==> config.mk <==
export PLATFORM = sky130hd
export DESIGN_NAME = fce_top
export DESIGN_NICKNAME = d
export VERILOG_FILES = /design/src/inc/fce_pkg.sv /design/src/inc/fce_flag_if.sv /design/src/design/fce_top.sv /design/src/design/fce_sticky.sv /design/src/design/fce_arb.sv
export VERILOG_INCLUDE_DIRS = /design/src /design/src/inc
export SDC_FILE = /design/constraint.sdc
export NUM_CORES = 1
export LEC_CHECK = 0
export BUFFER_PORTS_ARGS = -buffer_cell sky130_fd_sc_hd__buf_2
export CORE_MARGIN = 1.5
export CORE_UTILIZATION = 30
export CTS_BUF_LIST = sky130_fd_sc_hd__clkbuf_16
export DETAILED_ROUTE_END_ITERATION = 16
export PLACE_DENSITY_LB_ADDON = 0.12
export SETUP_SLACK_MARGIN = 0.15
export SYNTH_ARGS = -nofsm -noshare
export SYNTH_HDL_FRONTEND = slang
export SYNTH_SLANG_ARGS = --single-unit
==> constraint.sdc <==
create_clock -name core_clk -period 20.6 [get_ports core_clk]
set_input_delay 4.12 -clock core_clk [delete_from_list [all_inputs] [get_ports core_clk]]
set_output_delay 4.12 -clock core_clk [all_outputs]
set_load 0.005 [all_outputs]
==> src/inc/fce_cfg.svh <==
`ifndef FCE_CFG_SVH
`define FCE_CFG_SVH

`define FCE_AW          8
`define FCE_OFF_HARD    8'h00
`define FCE_OFF_PROT    8'h04
`define FCE_OFF_BUS     8'h08
`define FCE_OFF_USAGE   8'h0C
`define FCE_OFF_PADDR   8'h10
`define FCE_OFF_BADDR   8'h14
`define FCE_OFF_SHPRI   8'h18
`define FCE_OFF_SHCTL   8'h1C
`define FCE_OFF_STAT    8'h20

`define FCE_B_TABLE_FETCH_ERROR_FLAG      3'd0
`define FCE_B_FORCED    3'd1
`define FCE_B_IACC      3'd0
`define FCE_B_DACC      3'd1
`define FCE_B_MPUSH     3'd2
`define FCE_B_MPOP      3'd3
`define FCE_B_BPUSH     3'd0
`define FCE_B_BPOP      3'd1
`define FCE_B_PREF      3'd2
`define FCE_B_PRECISE   3'd3
`define FCE_B_DEFERRED_DATA_BUS_ERROR_FLAG     3'd4
`define FCE_B_COPROCESSOR_ACCESS_FLAG      3'd0
`define FCE_B_ILLEGAL_OPCODE_FLAG     3'd1
`define FCE_B_BADSTATE  3'd2
`define FCE_B_BADRET    3'd3
`define FCE_B_MISALIGNED_ACCESS_FLAG   3'd4
`define FCE_B_ZERO_DIVISOR_FLAG      3'd5
`define FCE_B_AVALID    3'd7

`define FCE_RST_SHPRI   24'h00_0000
`define FCE_RST_SHCTL   3'h0
`define FCE_PRIO_NMI    9'h000
`define FCE_PRIO_HARD   9'h001
`define FCE_PRIO_BASE   9'h002
`define FCE_RESP_OKAY   2'h0
`define FCE_RESP_SLVERR 2'h2

`endif

==> src/inc/fce_pkg.sv <==
package fce_pkg;
    typedef enum logic [3:0] {
        FCE_C_TABLE_FETCH_ERROR_FLAG, FCE_C_IACC, FCE_C_DACC, FCE_C_MPUSH,
        FCE_C_MPOP, FCE_C_BPUSH, FCE_C_BPOP, FCE_C_PREF,
        FCE_C_PRECISE, FCE_C_DEFERRED_DATA_BUS_ERROR_FLAG, FCE_C_COPROCESSOR_ACCESS_FLAG, FCE_C_ILLEGAL_OPCODE_FLAG,
        FCE_C_BADSTATE, FCE_C_BADRET, FCE_C_MISALIGNED_ACCESS_FLAG, FCE_C_ZERO_DIVISOR_FLAG
    } fce_cause_t;

    typedef enum logic [2:0] {
        FCE_H_NONE  = 3'h0,
        FCE_H_NMI   = 3'h1,
        FCE_H_HARD  = 3'h2,
        FCE_H_MEM   = 3'h3,
        FCE_H_BUS   = 3'h4,
        FCE_H_USAGE = 3'h5,
        FCE_H_OTHER = 3'h6
    } fce_hnd_t;

    typedef enum logic [2:0] {
        FCE_LK_RUN  = 3'b001,
        FCE_LK_HARD = 3'b010,
        FCE_LK_NMI  = 3'b100
    } fce_lock_t;
endpackage : fce_pkg

==> src/inc/fce_flag_if.sv <==
`timescale 1ns/1ps
`default_nettype none
interface fce_flag_if #(parameter int W = 8);
    logic [W-1:0] set;
    logic [W-1:0] clr;
    logic [W-1:0] q;
    modport owner (input set, input clr, output q);
    modport user  (output set, output clr, input q);
endinterface : fce_flag_if
`default_nettype wire

==> src/design/fce_top.sv <==
// The address map and the AXI4-Lite slave port were decided locally.
`timescale 1ns/1ps
`default_nettype none
`include "fce_cfg.svh"
module fce_top (
    // clock, reset, enable
    input  wire logic             core_clk,
    input  wire logic             sys_rst,
    input  wire logic             ce,
    // axi4-lite write
    input  wire logic [7:0]       s_axi_awaddr,
    input  wire logic             s_axi_awvalid,
    output logic                  s_axi_awready,
    input  wire logic [31:0]      s_axi_wdata,
    input  wire logic [3:0]       s_axi_wstrb,
    input  wire logic             s_axi_wvalid,
    output logic                  s_axi_wready,
    output logic [1:0]            s_axi_bresp,
    output logic                  s_axi_bvalid,
    input  wire logic             s_axi_bready,
    // axi4-lite read
    input  wire logic [7:0]       s_axi_araddr,
    input  wire logic             s_axi_arvalid,
    output logic                  s_axi_arready,
    output logic [31:0]           s_axi_rdata,
    output logic [1:0]            s_axi_rresp,
    output logic                  s_axi_rvalid,
    input  wire logic             s_axi_rready,
    // fault reports
    input  wire logic             flt_valid,
    input  wire fce_pkg::fce_cause_t flt_cause,
    input  wire logic [31:0]      flt_addr,
    input  wire logic             flt_addr_ok,
    input  wire logic             xn_exec,
    input  wire logic [31:0]      xn_addr,
    input  wire logic             bad_isa,
    input  wire logic             cont_ret_bad,
    // execution context
    input  wire fce_pkg::fce_hnd_t ctx_hnd,
    input  wire logic [8:0]       ctx_prio,
    input  wire logic             bus_entry,
    input  wire logic             nmi_req,
    input  wire logic             dbg_halt,
    // exception request to pipeline
    output logic                  exc_req,
    output fce_pkg::fce_hnd_t     exc_hnd,
    input  wire logic             exc_ack,
    input  wire fce_pkg::fce_hnd_t exc_ack_hnd,
    output logic                  lockup
);
    import fce_pkg::*;

    logic              ev_val;
    fce_cause_t        ev_cause;
    logic [31:0]       ev_addr;
    logic              ev_addr_ok;
    fce_hnd_t          ev_cls;
    logic [2:0]        ev_bit;
    logic [7:0]        ev_hot;
    logic [8:0]        cls_prio;
    logic              cls_cfg;
    logic              cls_en;
    logic              exempt;
    logic              escalate;
    logic              hard_evt;
    logic              lock_hit;
    logic              cap_mem;
    logic              cap_bus;
    logic [23:0]       shpri;
    logic [2:0]        shctl;
    logic [31:0]       paddr;
    logic [31:0]       baddr;
    fce_lock_t         lock_st;
    fce_lock_t         next_lock;
    logic              aw_go;
    logic              ar_go;
    logic              wr_hit;
    logic [7:0]        w1c;
    logic [31:0]       wmask;
    logic [4:0]        pend_live;
    logic              win_any;
    fce_hnd_t          win_hnd;
    logic [8:0]        win_prio;

    fce_flag_if #(.W(8)) hard_if ();
    fce_flag_if #(.W(8)) prot_if ();
    fce_flag_if #(.W(8)) bus_if ();
    fce_flag_if #(.W(8)) use_if ();
    fce_flag_if #(.W(5)) pend_if ();

    // direct report, non-executable fetch and invalid state sources
    // a direct report wins; at most one event per cycle
    always_comb begin
        ev_val     = flt_valid | xn_exec | bad_isa | cont_ret_bad;
        ev_cause   = flt_cause;
        ev_addr    = flt_addr;
        ev_addr_ok = flt_addr_ok;
        if (!flt_valid && xn_exec) begin
            ev_cause   = FCE_C_IACC;
            ev_addr    = xn_addr;
            ev_addr_ok = 1'b1;
        end else if (!flt_valid) begin
            ev_cause   = FCE_C_BADSTATE;
            ev_addr_ok = 1'b0;
        end
    end

    always_comb begin
        unique case (ev_cause)
            FCE_C_TABLE_FETCH_ERROR_FLAG:     begin ev_cls = FCE_H_HARD;  ev_bit = `FCE_B_TABLE_FETCH_ERROR_FLAG;     end
            FCE_C_IACC:     begin ev_cls = FCE_H_MEM;   ev_bit = `FCE_B_IACC;     end
            FCE_C_DACC:     begin ev_cls = FCE_H_MEM;   ev_bit = `FCE_B_DACC;     end
            FCE_C_MPUSH:    begin ev_cls = FCE_H_MEM;   ev_bit = `FCE_B_MPUSH;    end
            FCE_C_MPOP:     begin ev_cls = FCE_H_MEM;   ev_bit = `FCE_B_MPOP;     end
            FCE_C_BPUSH:    begin ev_cls = FCE_H_BUS;   ev_bit = `FCE_B_BPUSH;    end
            FCE_C_BPOP:     begin ev_cls = FCE_H_BUS;   ev_bit = `FCE_B_BPOP;     end
            FCE_C_PREF:     begin ev_cls = FCE_H_BUS;   ev_bit = `FCE_B_PREF;     end
            FCE_C_PRECISE:  begin ev_cls = FCE_H_BUS;   ev_bit = `FCE_B_PRECISE;  end
            FCE_C_DEFERRED_DATA_BUS_ERROR_FLAG:    begin ev_cls = FCE_H_BUS;   ev_bit = `FCE_B_DEFERRED_DATA_BUS_ERROR_FLAG;    end
            FCE_C_COPROCESSOR_ACCESS_FLAG:     begin ev_cls = FCE_H_USAGE; ev_bit = `FCE_B_COPROCESSOR_ACCESS_FLAG;     end
            FCE_C_ILLEGAL_OPCODE_FLAG:    begin ev_cls = FCE_H_USAGE; ev_bit = `FCE_B_ILLEGAL_OPCODE_FLAG;    end
            FCE_C_BADSTATE: begin ev_cls = FCE_H_USAGE; ev_bit = `FCE_B_BADSTATE; end
            FCE_C_BADRET:   begin ev_cls = FCE_H_USAGE; ev_bit = `FCE_B_BADRET;   end
            FCE_C_MISALIGNED_ACCESS_FLAG:  begin ev_cls = FCE_H_USAGE; ev_bit = `FCE_B_MISALIGNED_ACCESS_FLAG;  end
            FCE_C_ZERO_DIVISOR_FLAG:     begin ev_cls = FCE_H_USAGE; ev_bit = `FCE_B_ZERO_DIVISOR_FLAG;     end
        endcase
    end

    assign ev_hot = ev_val ? (8'h01 << ev_bit) : 8'h00;

    always_comb begin
        cls_prio = `FCE_PRIO_HARD;
        cls_en   = 1'b1;
        cls_cfg  = 1'b1;
        unique case (ev_cls)
            FCE_H_MEM: begin
                cls_prio = {1'b0, shpri[7:0]} + `FCE_PRIO_BASE;
                cls_en   = shctl[0];
            end
            FCE_H_BUS: begin
                cls_prio = {1'b0, shpri[15:8]} + `FCE_PRIO_BASE;
                cls_en   = shctl[1];
            end
            FCE_H_USAGE: begin
                cls_prio = {1'b0, shpri[23:16]} + `FCE_PRIO_BASE;
                cls_en   = shctl[2];
            end
            default: cls_cfg = 1'b0;
        endcase
    end

    assign exempt = (ev_cause == FCE_C_BPUSH) && bus_entry;

    // escalation
    // numerically larger or equal means not higher priority
    assign escalate = ev_val && cls_cfg && !exempt
        && ((ctx_hnd == ev_cls)
            || (ctx_hnd != FCE_H_NONE && cls_prio >= ctx_prio)
            || !cls_en);

    assign hard_evt = ev_val && (ev_cls == FCE_H_HARD || escalate);

    // hard fault in nmi or hard
    assign lock_hit = hard_evt
        && (ctx_hnd == FCE_H_NMI || ctx_hnd == FCE_H_HARD);

    // first address kept
    // later faults do not overwrite an address until its valid bit is cleared by a write
    assign cap_mem = ev_val && ev_cls == FCE_H_MEM && ev_addr_ok
        && !prot_if.q[`FCE_B_AVALID];
    assign cap_bus = ev_val && ev_cls == FCE_H_BUS && ev_addr_ok
        && !bus_if.q[`FCE_B_AVALID];

    assign hard_if.set = (ev_cls == FCE_H_HARD ? ev_hot : 8'h00)
        | (escalate ? (8'h01 << `FCE_B_FORCED) : 8'h00);
    assign prot_if.set = (ev_cls == FCE_H_MEM ? ev_hot : 8'h00)
        | (cap_mem ? (8'h01 << `FCE_B_AVALID) : 8'h00);
    assign bus_if.set  = (ev_cls == FCE_H_BUS ? ev_hot : 8'h00)
        | (cap_bus ? (8'h01 << `FCE_B_AVALID) : 8'h00);
    assign use_if.set  = ev_cls == FCE_H_USAGE ? ev_hot : 8'h00;

    assign w1c         = s_axi_wdata[7:0] & {8{s_axi_wstrb[0]}};
    assign hard_if.clr = (aw_go && s_axi_awaddr == `FCE_OFF_HARD)
        ? w1c : 8'h00;
    assign prot_if.clr = (aw_go && s_axi_awaddr == `FCE_OFF_PROT)
        ? w1c : 8'h00;
    assign bus_if.clr  = (aw_go && s_axi_awaddr == `FCE_OFF_BUS)
        ? w1c : 8'h00;
    assign use_if.clr  = (aw_go && s_axi_awaddr == `FCE_OFF_USAGE)
        ? w1c : 8'h00;

    // pending: bit0 nmi, bit1 hard, bit2..4 mem, bus, usage
    // no nmi pended while locked from nmi
    always_comb begin
        pend_if.set    = '0;
        pend_if.set[0] = nmi_req && lock_st != FCE_LK_NMI;
        pend_if.set[1] = hard_evt && !lock_hit;
        if (ev_val && cls_cfg && !escalate) begin
            // mem, bus, usage codes 3..5 map to pending bits 2..4
            pend_if.set[3'(ev_cls) - 3'd1] = 1'b1;
        end
        pend_if.clr = '0;
        if (exc_ack && exc_ack_hnd != FCE_H_NONE
                && exc_ack_hnd != FCE_H_OTHER) begin
            pend_if.clr[3'(exc_ack_hnd) - 3'd1] = 1'b1;
        end
    end

    fce_sticky #(.W(8)) u_hard (
        .core_clk (core_clk), .sys_rst (sys_rst), .ce (ce), .f (hard_if));
    fce_sticky #(.W(8)) u_prot (
        .core_clk (core_clk), .sys_rst (sys_rst), .ce (ce), .f (prot_if));
    fce_sticky #(.W(8)) u_bus (
        .core_clk (core_clk), .sys_rst (sys_rst), .ce (ce), .f (bus_if));
    fce_sticky #(.W(8)) u_use (
        .core_clk (core_clk), .sys_rst (sys_rst), .ce (ce), .f (use_if));
    fce_sticky #(.W(5)) u_pend (
        .core_clk (core_clk), .sys_rst (sys_rst), .ce (ce), .f (pend_if));

    always_ff @(posedge core_clk) begin
        if (sys_rst) begin
            paddr <= 32'h0000_0000;
            baddr <= 32'h0000_0000;
        end else if (ce) begin
            if (cap_mem) begin
                paddr <= ev_addr;
            end
            if (cap_bus) begin
                baddr <= ev_addr;
            end
        end
    end

    always_comb begin
        next_lock = lock_st;
        unique case (lock_st)
            FCE_LK_RUN: begin
                if (lock_hit) begin
                    next_lock = (ctx_hnd == FCE_H_NMI)
                        ? FCE_LK_NMI : FCE_LK_HARD;
                end
            end
            FCE_LK_HARD: begin
                if (nmi_req || dbg_halt) begin
                    next_lock = FCE_LK_RUN;
                end
            end
            FCE_LK_NMI: begin
                if (dbg_halt) begin
                    next_lock = FCE_LK_RUN;
                end
            end
            default: next_lock = FCE_LK_RUN;
        endcase
    end

    always_ff @(posedge core_clk) begin
        if (sys_rst) begin
            lock_st <= FCE_LK_RUN;
        end else if (ce) begin
            lock_st <= next_lock;
        end
    end

    assign lockup = lock_st != FCE_LK_RUN;

    // ack masks its own bit so the request drops at once
    assign pend_live = pend_if.q & ~pend_if.clr;

    fce_arb u_arb (
        .pend     (pend_live),
        .prio_cfg (shpri),
        .win_any  (win_any),
        .win_hnd  (win_hnd),
        .win_prio (win_prio)
    );

    always_ff @(posedge core_clk) begin
        if (sys_rst) begin
            exc_req <= 1'b0;
            exc_hnd <= FCE_H_NONE;
        end else if (ce) begin
            exc_req <= win_any && next_lock == FCE_LK_RUN
                && (ctx_hnd == FCE_H_NONE || win_prio < ctx_prio);
            exc_hnd <= win_hnd;
        end
    end

    // write channel: both halves taken in one edge
    assign aw_go = ce && s_axi_awvalid && s_axi_wvalid && !s_axi_bvalid;
    assign s_axi_awready = aw_go;
    assign s_axi_wready  = aw_go;
    assign wmask = {{8{s_axi_wstrb[3]}}, {8{s_axi_wstrb[2]}},
                    {8{s_axi_wstrb[1]}}, {8{s_axi_wstrb[0]}}};

    always_comb begin
        unique case (s_axi_awaddr)
            `FCE_OFF_HARD, `FCE_OFF_PROT, `FCE_OFF_BUS,
            `FCE_OFF_USAGE, `FCE_OFF_PADDR, `FCE_OFF_BADDR,
            `FCE_OFF_SHPRI, `FCE_OFF_SHCTL,
            `FCE_OFF_STAT: wr_hit = 1'b1;
            default:       wr_hit = 1'b0;
        endcase
    end

    always_ff @(posedge core_clk) begin
        if (sys_rst) begin
            shpri <= `FCE_RST_SHPRI;
            shctl <= `FCE_RST_SHCTL;
        end else if (aw_go) begin
            if (s_axi_awaddr == `FCE_OFF_SHPRI) begin
                shpri <= (shpri & ~wmask[23:0])
                    | (s_axi_wdata[23:0] & wmask[23:0]);
            end
            if (s_axi_awaddr == `FCE_OFF_SHCTL && s_axi_wstrb[0]) begin
                shctl <= s_axi_wdata[2:0];
            end
        end
    end

    always_ff @(posedge core_clk) begin
        if (sys_rst) begin
            s_axi_bvalid <= 1'b0;
            s_axi_bresp  <= `FCE_RESP_OKAY;
        end else if (ce) begin
            if (aw_go) begin
                s_axi_bvalid <= 1'b1;
                s_axi_bresp  <= wr_hit ? `FCE_RESP_OKAY
                                       : `FCE_RESP_SLVERR;
            end else if (s_axi_bready) begin
                s_axi_bvalid <= 1'b0;
            end
        end
    end

    // read channel: data one cycle after address
    assign ar_go = ce && s_axi_arvalid && !s_axi_rvalid;
    assign s_axi_arready = ce && !s_axi_rvalid;

    always_ff @(posedge core_clk) begin
        if (sys_rst) begin
            s_axi_rvalid <= 1'b0;
            s_axi_rdata  <= 32'h0000_0000;
            s_axi_rresp  <= `FCE_RESP_OKAY;
        end else if (ce) begin
            if (ar_go) begin
                s_axi_rvalid <= 1'b1;
                s_axi_rresp  <= `FCE_RESP_OKAY;
                unique case (s_axi_araddr)
                    `FCE_OFF_HARD:  s_axi_rdata <= {24'h00_0000, hard_if.q};
                    `FCE_OFF_PROT:  s_axi_rdata <= {24'h00_0000, prot_if.q};
                    `FCE_OFF_BUS:   s_axi_rdata <= {24'h00_0000, bus_if.q};
                    `FCE_OFF_USAGE: s_axi_rdata <= {24'h00_0000, use_if.q};
                    `FCE_OFF_PADDR: s_axi_rdata <= paddr;
                    `FCE_OFF_BADDR: s_axi_rdata <= baddr;
                    `FCE_OFF_SHPRI: s_axi_rdata <= {8'h00, shpri};
                    `FCE_OFF_SHCTL: s_axi_rdata <= {29'h0, shctl};
                    `FCE_OFF_STAT:  s_axi_rdata <= {27'h0, pend_if.q[4:2],
                        lock_st == FCE_LK_NMI, lockup};
                    default: begin
                        s_axi_rdata <= 32'h0000_0000;
                        s_axi_rresp <= `FCE_RESP_SLVERR;
                    end
                endcase
            end else if (s_axi_rready) begin
                s_axi_rvalid <= 1'b0;
            end
        end
    end
endmodule : fce_top
`default_nettype wire

==> src/design/fce_sticky.sv <==
`timescale 1ns/1ps
`default_nettype none
module fce_sticky #(
    parameter int W = 8
) (
    // clock and control
    input  wire logic  core_clk,
    input  wire logic  sys_rst,
    input  wire logic  ce,
    // flag group
    fce_flag_if.owner  f
);
    logic [W-1:0] next_q;

    // hold until cleared
    // set beats clear so a same-cycle event is kept
    always_comb begin
        next_q = (f.q & ~f.clr) | f.set;
    end

    always_ff @(posedge core_clk) begin
        if (sys_rst) begin
            f.q <= '0;
        end else if (ce) begin
            f.q <= next_q;
        end
    end
endmodule : fce_sticky
`default_nettype wire

==> src/design/fce_arb.sv <==
`timescale 1ns/1ps
`default_nettype none
`include "fce_cfg.svh"
module fce_arb (
    // pending: nmi, hard, mem, bus, usage
    input  wire logic [4:0]  pend,
    input  wire logic [23:0] prio_cfg,
    // winner
    output logic             win_any,
    output fce_pkg::fce_hnd_t win_hnd,
    output logic [8:0]       win_prio
);
    import fce_pkg::*;

    // lowest number wins ties
    // scan runs in exception number order, strict compare
    always_comb begin
        logic [8:0] p;
        p        = '0;
        win_any  = 1'b0;
        win_hnd  = FCE_H_NONE;
        win_prio = '1;
        for (int i = 0; i < 5; i++) begin
            if (i == 0) begin
                p = `FCE_PRIO_NMI;
            end else if (i == 1) begin
                p = `FCE_PRIO_HARD;
            end else begin
                p = {1'b0, prio_cfg[(i-2)*8 +: 8]} + `FCE_PRIO_BASE;
            end
            if (pend[i] && (!win_any || p < win_prio)) begin
                win_any  = 1'b1;
                win_prio = p;
                win_hnd  = fce_hnd_t'(3'(i + 1));
            end
        end
    end
endmodule : fce_arb
`default_nettype wire

==> results of run 1 <==
worst reg2reg max path: cells and delay by family, from the launching register on:
| family | cells | cell delay, ns |
|---|---|---|
| AOI/OAI and AO/OA | 17 | 4.41 |
| and+or+nand+nor | 12 | 2.26 |
| adders and majority gates | 5 | 1.28 |
| DFF | 1 | 0.45 |
| xor gates and xnor gates | 1 | 0.38 |
| muxes | 1 | 0.38 |
| buffers and inverters | 1 | 0.05 |
final timing paths:
kind | slack [ns] | to | startpoint | cells past startpoint
setup / recovery | 7.22 | exc_req$_SDFFE_PP0P_ | exc_ack_hnd[0] | 40
setup reg to reg | 11.30 | exc_req$_SDFFE_PP0P_ | flop | 37
hold / removal | 0.47 | s_axi_rvalid$_SDFFE_PP0P_ | s_axi_rvalid$_SDFFE_PP0P_ | 2
hold reg to reg | 0.47 | s_axi_rvalid$_SDFFE_PP0P_ | s_axi_rvalid$_SDFFE_PP0P_ | 2
routing by layer:
metal  share of wire [%]  vias up  global-route usage (%)
li1                    -     4733                       -
met1                  49     4431                    27.9
met2                  45      245                    31.3
met3                 4.6       29                    2.81
met4                 1.6        0                    5.15
met5                   0        -                       0
per-stage QoR:
stage | util [%] | power (mW) | std cells
after floorplan | - | 0.431 | 1232
after global placement | 34.2 | 0.473 | 1791
after detailed placement | 34.2 | 0.475 | 1791
after CTS | 36.2 | 0.812 | 1823
after global routing | 36.2 | 0.842 | 1823
final | 36.2 | 0.805 | 1823
power by group through the flow:
| stage | Clock (mW) | Sequential (mW) | Combinational (mW) |
|---|---|---|---|
| after floorplan | 0 | 0.350 | 0.0805 |
| after global placement | 0 | 0.352 | 0.121 |
| after detailed placement | 0 | 0.352 | 0.123 |
| after CTS | 0.345 | 0.344 | 0.124 |
| after global routing | 0.359 | 0.345 | 0.137 |
| final | 0.338 | 0.344 | 0.123 |
cells in the mapped netlist, types with 8 or more instances:
master / count / area share (%)
a31oi_1: 8 / 0.51
a211oi_1: 71 / 5.4
a21oi_1: 118 / 6.0
nand2_1: 130 / 5.0
xnor2_1: 10 / 0.89
a22oi_1: 17 / 1.3
nor2b_1: 9 / 0.57
and2_1: 14 / 0.89
nand4_1: 9 / 0.57
buf_2: 14 / 0.71
buf_1: 8 / 0.31
ha_1: 58 / 7.4
nor3_1: 17 / 0.86
a222oi_1: 36 / 3.7
o21ai_0: 49 / 2.5
inv_1: 40 / 1.5
dfxtp_1: 171 / 35
nand2b_1: 8 / 0.51
and3_1: 10 / 0.64
nor2_1: 182 / 6.9
mux2i_1: 50 / 5.1
clkbuf_1: 50 / 1.9
nand3_1: 25 / 1.3
layout make-up:
class	count	area (um^2)
Tap cell	442	553
Sequential cell	171	3420
Timing Repair Buffer	197	1020
Clock inverter	15	209
Inverter	41	156
Clock buffer	17	425
Multi-Input combinational cell	940	5920
Fill cell	3521	20700
cell families (layout without fill, tap and decap cells):
logic type	Yosys count	after routing	share of synthesized area (%)
DFF	171	171	34.8
muxes	53	53	5.47
buffers and inverters	121	270	5.28
other	1	2	0.0381
AOI/OAI and AO/OA	358	358	24.5
adders and majority gates	58	58	7.38
xor gates and xnor gates	17	17	1.51
and+or+nand+nor	452	452	21.0
==> reports/metrics.csv, run 1 <==
metric,value,unit
result_of_the_run,"finished, final reports clean",
fin_crit_sh,65.0,%
synth.cell_area,0.00984,mm^2
timing_worst_setup_path_type,in -> reg,
hold-worst-slack,0.474,ns
synth_warnings,0,
grt_start_max_net_pins,93,
power_switching,0.251,mW
placed_cell_area,0.0111,mm^2
ys_seq_elements,171,
dieArea,0.0339,mm^2
synthToLayoutAreaGrowth,19.0,%
count_of_inserted_antenna_diode_cells,0,
drt.antenna.violating_nets,0,
routabilityCongestion,0.844,
drive_above_1_share,19.5,%
worst_slew_margin_rel,28.8,%
core_area,0.0324,mm^2
tns,0,ns
timing.critical_path.slowest_stage_cell,a221oi_1,
cts.sink_count,171,
worst_path_largest_cell_delay,0.69,ns
power_leakage,4.68,nW
worstPathBufferInverterCount,3,
stdcell_area,0.0117,mm^2
worst-endpoint-arrival,13.74,ns
avgRoutedWirePerCell,18.4,um
antenna_violations_before_repair,1,
design.portCount,198,
detailedRoute.firstPassIterationCount,5,
cp.required,20.95,ns
buffers_added_on_ports,186,
finClkSkew,0.0260,ns
peakVddDrop,0.0542,mV
max_cap_viol,0,
cts_setup_buffers,0,
syn_inst,1231,
most_common_cell_after_layout_fill_and_taps_aside,buf_2,
most-common-layout-cells,"buf_2, nor2_1, dfxtp_1",
p_clk_share,42.0,%
most_repeated_library_cell_on_the_critical_path,ha_1,
dominantRegCellSynth,dfxtp_1,
timing_hold_violations_final,0,
dr_total_vias,9438,
pwr-share-comb,15.3,%
max_freq,0.0747,GHz
postLayoutSetupSlackWorst,7.22,ns
finalCriticalPeriod,13.38,ns
power.sequential.fraction,42.8,%
cts_root_buf,clkbuf_16,
die-width,184,um
route.detailed.drc,0,
grt_setup_unrepaired,no,
power_switching_share,31.2,%
grt.total_usage,19.8,%
htree_num_levels,4,
synth.avg_cell_area,7.99,um^2
drv_slew,0,
post-place-ws,6.83,ns
timing.critical_path.from_type,primary input,
cell_family_contributing_the_most_delay_on_the_critical_path,compound AO/OA/AOI/OAI gates,
vias_cell,5.18,
finalSetupViolCount,0,
cts.hold.buffers_added,0,
cts-root-to-sink-buffers,2,
clkTransAtPathRegs,0.08,ns
synthDistinctLibCells,75,
die_h,184,um
wire_length_of_the_first_global_routing_pass,51600,um
cts_tree,done,
pwr_density_cell,68.8,mW/mm^2
grt_pass1_vias,8845,
cts-buffers-inserted,17,
grt-ovfl-total,0,
actual_transition_at_the_worst_max_transition_pin,1.07,ns
worst-path-max-fanout,13,
hold_class,reg -> reg,
initial_standard_cell_utilization_of_the_core,30.4,%
synthArstFlopShare,0,%
p_int,0.554,mW
totalWireLength,33500,um
detailed_place_hpwl,24500,um
synth-edff-count,0,
layout.nets,1578,
drt_first_iter_violations,830,
postCtsResizedCells,0,
rows,66,
sequential_fraction_of_the_synthesis_area,34.8,%
clock_insertion_delay_worst_skew,0.44,ns
end_kind,flop,
Note: power is estimated with default switching activity, not from simulation.
==> run 2, diff against run 1 <==
==> constraint.sdc (replaced) <==
create_clock -name core_clk -period 13.7 [get_ports core_clk]
set_input_delay 2.74 -clock core_clk [delete_from_list [all_inputs] [get_ports core_clk]]
set_output_delay 2.74 -clock core_clk [all_outputs]
set_load 0.005 [all_outputs]
==> run 2 against run 1 <==
Setup slack got worse by 5.5 ns. Sequential share of layout area rose by 0.063 points. Hold slack better by 0.0022 ns. Clock power rose by 49%. Critical path depth did not move.
==> reports/metrics.csv, run 2 (synthesis gave the netlist of run 1 again) <==
metric,value,unit
result_of_the_run,"finished, final reports clean",
finalSetupViolCount,0,
worst-endpoint-arrival,12.33,ns
tns,0,ns
power_leakage,4.66,nW
worst_path_largest_cell_delay,0.65,ns
cts.sink_count,171,
drt_first_iter_violations,1002,
detailedRoute.firstPassIterationCount,5,
vias_cell,5.18,
totalWireLength,33400,um
core_area,0.0324,mm^2
cts_root_buf,clkbuf_16,
design_power_total,1.20,mW
cts_setup_buffers,0,
worst_slew_margin_rel,27.6,%
placed_cell_area,0.0111,mm^2
clkTransAtPathRegs,0.07,ns
detailed_place_hpwl,24500,um
antenna_violations_before_repair,1,
buffers_added_on_ports,186,
hold_class,reg -> reg,
timing.critical_path.from_type,primary input,
finClkSkew,0.0261,ns
htree_num_levels,4,
max_cap_viol,0,
actual_transition_at_the_worst_max_transition_pin,1.09,ns
grt_start_max_net_pins,98,
cts-buffers-inserted,17,
die_h,184,um
die-width,184,um
pwr_density_cell,103,mW/mm^2
timing_worst_setup_path_type,in -> reg,
timing.critical_path.slowest_stage_cell,a221oi_1,
grt_setup_unrepaired,no,
drv_slew,0,
most_repeated_library_cell_on_the_critical_path,ha_1,
cts-root-to-sink-buffers,2,
postCtsResizedCells,0,
initial_standard_cell_utilization_of_the_core,30.4,%
hold-worst-slack,0.476,ns
drive_above_1_share,19.4,%
cts_tree,done,
cp.required,14.06,ns
dr_total_vias,9441,
dieArea,0.0339,mm^2
timing.reg2reg.setup_slack,4.41,ns
design.portCount,198,
utilization,36.1,%
wire_length_of_the_first_global_routing_pass,51300,um
fin_crit_sh,87.4,%
stdcell_area,0.0117,mm^2
most_common_cell_after_layout_fill_and_taps_aside,buf_2,
drt.antenna.violating_nets,0,
route.detailed.drc,0,
synthToLayoutAreaGrowth,18.7,%
layout.nets,1577,
placedCellCount,1790,
worst-path-max-fanout,13,
grt.total_usage,19.7,%
routabilityCongestion,0.821,
rows,66,
worstPathBufferInverterCount,3,
postLayoutSetupSlackWorst,1.72,ns
cts.hold.buffers_added,0,
peakVddDrop,0.0813,mV
most-common-layout-cells,"buf_2, nor2_1, dfxtp_1",
layoutNonFillerInstCount,1822,
avgRoutedWirePerCell,18.3,um
count_of_inserted_antenna_diode_cells,0,
finalCriticalPeriod,11.98,ns
end_kind,flop,
grt_pass1_vias,8875,
clock_insertion_delay_worst_skew,0.45,ns
max_freq,0.0835,GHz
cell_family_contributing_the_most_delay_on_the_critical_path,compound AO/OA/AOI/OAI gates,
grt-ovfl-total,0,
timing_hold_violations_final,0,
post-place-ws,1.38,ns
==> run 2: cell count changes in the layout (fill, tap and decap cells not counted), sizes merged <==
cell and delta:
clkinv -1, buf -1, inv +1
==> run 2: layout make-up <==
cell class                      count  area, um^2
Fill cell                        3552       20700
Multi-Input combinational cell    940        5920
Sequential cell                   171        3420
Timing Repair Buffer              196        1010
Tap cell                          442         553
Clock buffer                       17         425
Clock inverter                     15         191
Inverter                           41         156
==> run 2: per-layer routing <==
| metal | vias to the layer above | wire length (um) | GRT usage (%) |
|---|---|---|---|
| li1 | 4738 | - | - |
| met1 | 4424 | 16000 | 27.0 |
| met2 | 252 | 15300 | 32.6 |
| met3 | 27 | 1640 | 2.77 |
| met4 | 0 | 420 | 4.72 |
| met5 | - | 0 | 0 |
==> run 2: worst paths after layout <==
check                                  from                         to  cells past startpoint
setup / recovery             exc_ack_hnd[0]       exc_req$_SDFFE_PP0P_                     40
hold / removal    s_axi_rvalid$_SDFFE_PP0P_  s_axi_rvalid$_SDFFE_PP0P_                      2
setup reg to reg                       flop       exc_req$_SDFFE_PP0P_                     37
hold reg to reg   s_axi_rvalid$_SDFFE_PP0P_  s_axi_rvalid$_SDFFE_PP0P_                      2
==> run 2: power breakdown <==
part	total (mW)	switching (mW)	internal, mW
combinational	0.184	0.114	0.0709
clock	0.502	0.252	0.250
sequential	0.518	0.00813	0.509
total	1.20	0.373	0.830
==> run 2: worst register-to-register path: cells and delay by family (launching register included) <==
| kind | cells | cell delay, ns |
|---|---|---|
| XOR/XNOR | 1 | 0.40 |
| buffers and inverters | 1 | 0.05 |
| adder cells (fa/ha/maj) | 5 | 1.25 |
| AND/OR/NAND/NOR | 13 | 2.42 |
| AO/OA/AOI/OAI | 16 | 4.26 |
| multiplexers | 1 | 0.38 |
| flip-flops | 1 | 0.45 |
==> run 3, diff against run 2 <==
==> constraint.sdc (replaced) <==
create_clock -name core_clk -period 9.7 [get_ports core_clk]
set_input_delay 1.94 -clock core_clk [delete_from_list [all_inputs] [get_ports core_clk]]
set_output_delay 1.94 -clock core_clk [all_outputs]
set_load 0.005 [all_outputs]
==> run 3 against run 2 <==
Cell count is 3.8% higher. Global-route usage grew 0.28 points. Combinational power up 79%. Clock power increased by 50%. Flip-flop and latch count did not move. Count of clock-buffer cells in the layout stayed put.
==> reports/metrics.csv, run 3 (synthesis gave the netlist of run 1 again) <==
metric,value,unit
result_of_the_run,"finished, final reports clean",
finalCriticalPeriod,9.26,ns
clkTransAtPathRegs,0.07,ns
power_leakage,5.07,nW
die-width,184,um
grt_setup_unrepaired,no,
power_switching,0.558,mW
timing.critical_path.from,exc_ack_hnd[0],
cts_tree,done,
final.fill_count,3445,
die_h,184,um
cts.sink_count,171,
timing.reg2reg.setup_slack,1.70,ns
buffers_added_on_ports,186,
design_power_total,1.81,mW
worst_slew_margin_rel,37.7,%
layoutNonFillerInstCount,1892,
core_area,0.0324,mm^2
max_freq,0.108,GHz
synthToLayoutAreaGrowth,28.3,%
dieArea,0.0339,mm^2
antenna_violations_before_repair,1,
cp.required,10.06,ns
timing.critical_path.from_type,primary input,
pwr_density_cell,144,mW/mm^2
grt.total_usage,20.0,%
tns,0,ns
hold-worst-slack,0.476,ns
timing_worst_setup_path_type,in -> reg,
drv_slew,0,
hold_class,reg -> reg,
layout.nets,1647,
utilization,39.0,%
drive_above_1_share,26.5,%
rows,66,
worst-path-max-fanout,8,
placedCellCount,1850,
timing.critical_path.slowest_stage_cell,or3_4,
worst_path_largest_cell_delay,0.39,ns
grt_start_max_net_pins,83,
peakVddDrop,0.121,mV
dr_total_vias,9694,
timing_hold_violations_final,0,
grt_pass1_vias,8973,
clock_insertion_delay_worst_skew,0.45,ns
drt.antenna.violating_nets,0,
finalSetupViolCount,0,
actual_transition_at_the_worst_max_transition_pin,0.935,ns
holdCritStartpoint,s_axi_rvalid$_SDFFE_PP0P_,
htree_num_levels,4,
most_common_cell_after_layout_fill_and_taps_aside,buf_2,
cts_root_buf,clkbuf_16,
finClkSkew,0.0231,ns
pwr-share-comb,18.2,%
most-common-layout-cells,"buf_2, nor2_1, dfxtp_1",
totalWireLength,34300,um
grt-ovfl-total,0,
end_kind,flop,
route.detailed.drc,0,
p_clk_share,41.5,%
detailedRoute.firstPassIterationCount,8,
wire_length_of_the_first_global_routing_pass,52000,um
fin_crit_sh,95.5,%
vias_cell,5.12,
routabilityCongestion,0.861,
drt_first_iter_violations,761,
initial_standard_cell_utilization_of_the_core,30.4,%
max_cap_viol,0,
worst-endpoint-arrival,9.62,ns
avgRoutedWirePerCell,18.1,um
cts-root-to-sink-buffers,2,
power_switching_share,30.8,%
p_int,1.25,mW
count_of_inserted_antenna_diode_cells,0,
cts.hold.buffers_added,0,
power.sequential.fraction,40.3,%
cts-buffers-inserted,17,
design.portCount,198,
detailed_place_hpwl,24900,um
[run 3: cell type report]
type                       instances  area, um^2  share of cell area (%)
multi-input combinational        940        6250                    49.5
clock buffer                      17         425                    3.37
inverter                          41         156                    1.24
sequential                       171        3420                    27.1
tap                              442         553                    4.38
clock inverter                    15         233                    1.84
timing repair buffer             266        1580                    12.5
[run 3: worst max-delay path: cells and delay by family]
kind            cells  cell delay [ns]
compound gates     18             2.81
fa+ha+maj           6             1.34
buf+inv             9             1.10
mux                 1             0.25
simple gates       13             2.15
[run 3: path summary, 6_finish.rpt]
path | to | cells past startpoint
worst min register to register | s_axi_rvalid$_SDFFE_PP0P_ | 2
worst max-delay path | exc_req$_SDFFE_PP0P_ | 47
worst max register to register | exc_req$_SDFFE_PP0P_ | 44
worst min-delay path | s_axi_rvalid$_SDFFE_PP0P_ | 2
[run 3: power groups by stage]
stage / Combinational, mW / Sequential (mW) / Clock (mW)
finish: 0.329 / 0.731 / 0.752
global route: 0.364 / 0.733 / 0.801
CTS: 0.301 / 0.731 / 0.774
detailed placement: 0.297 / 0.747 / 0
global placement: 0.295 / 0.747 / 0
floorplan: 0.171 / 0.744 / 0
[run 3: stage by stage]
stage / area [um^2] / worst slack, ns
floorplan: 9840 / 0.453
global placement: 11500 / -0.590
detailed placement: 11500 / -0.669
CTS: 12200 / 0.187
global route: 12600 / 0.0337
finish: 12600 / 0.440
[run 3: repair_timing]
action	4_1_cts	5_1_grt
setup endpoints to repair	1	1
setup buffers	2	8
gates resized for setup	5	59
pin swaps	3	37
[run 3: metal layers]
metal | vias to the layer above | routed length [um] | GRT usage, %
met2 | 239 | 15800 | 32.8
met3 | 22 | 1490 | 2.55
met4 | 0 | 387 | 4.56
met1 | 4565 | 16600 | 27.9
met5 | - | 0 | 0
li1 | 4868 | - | -
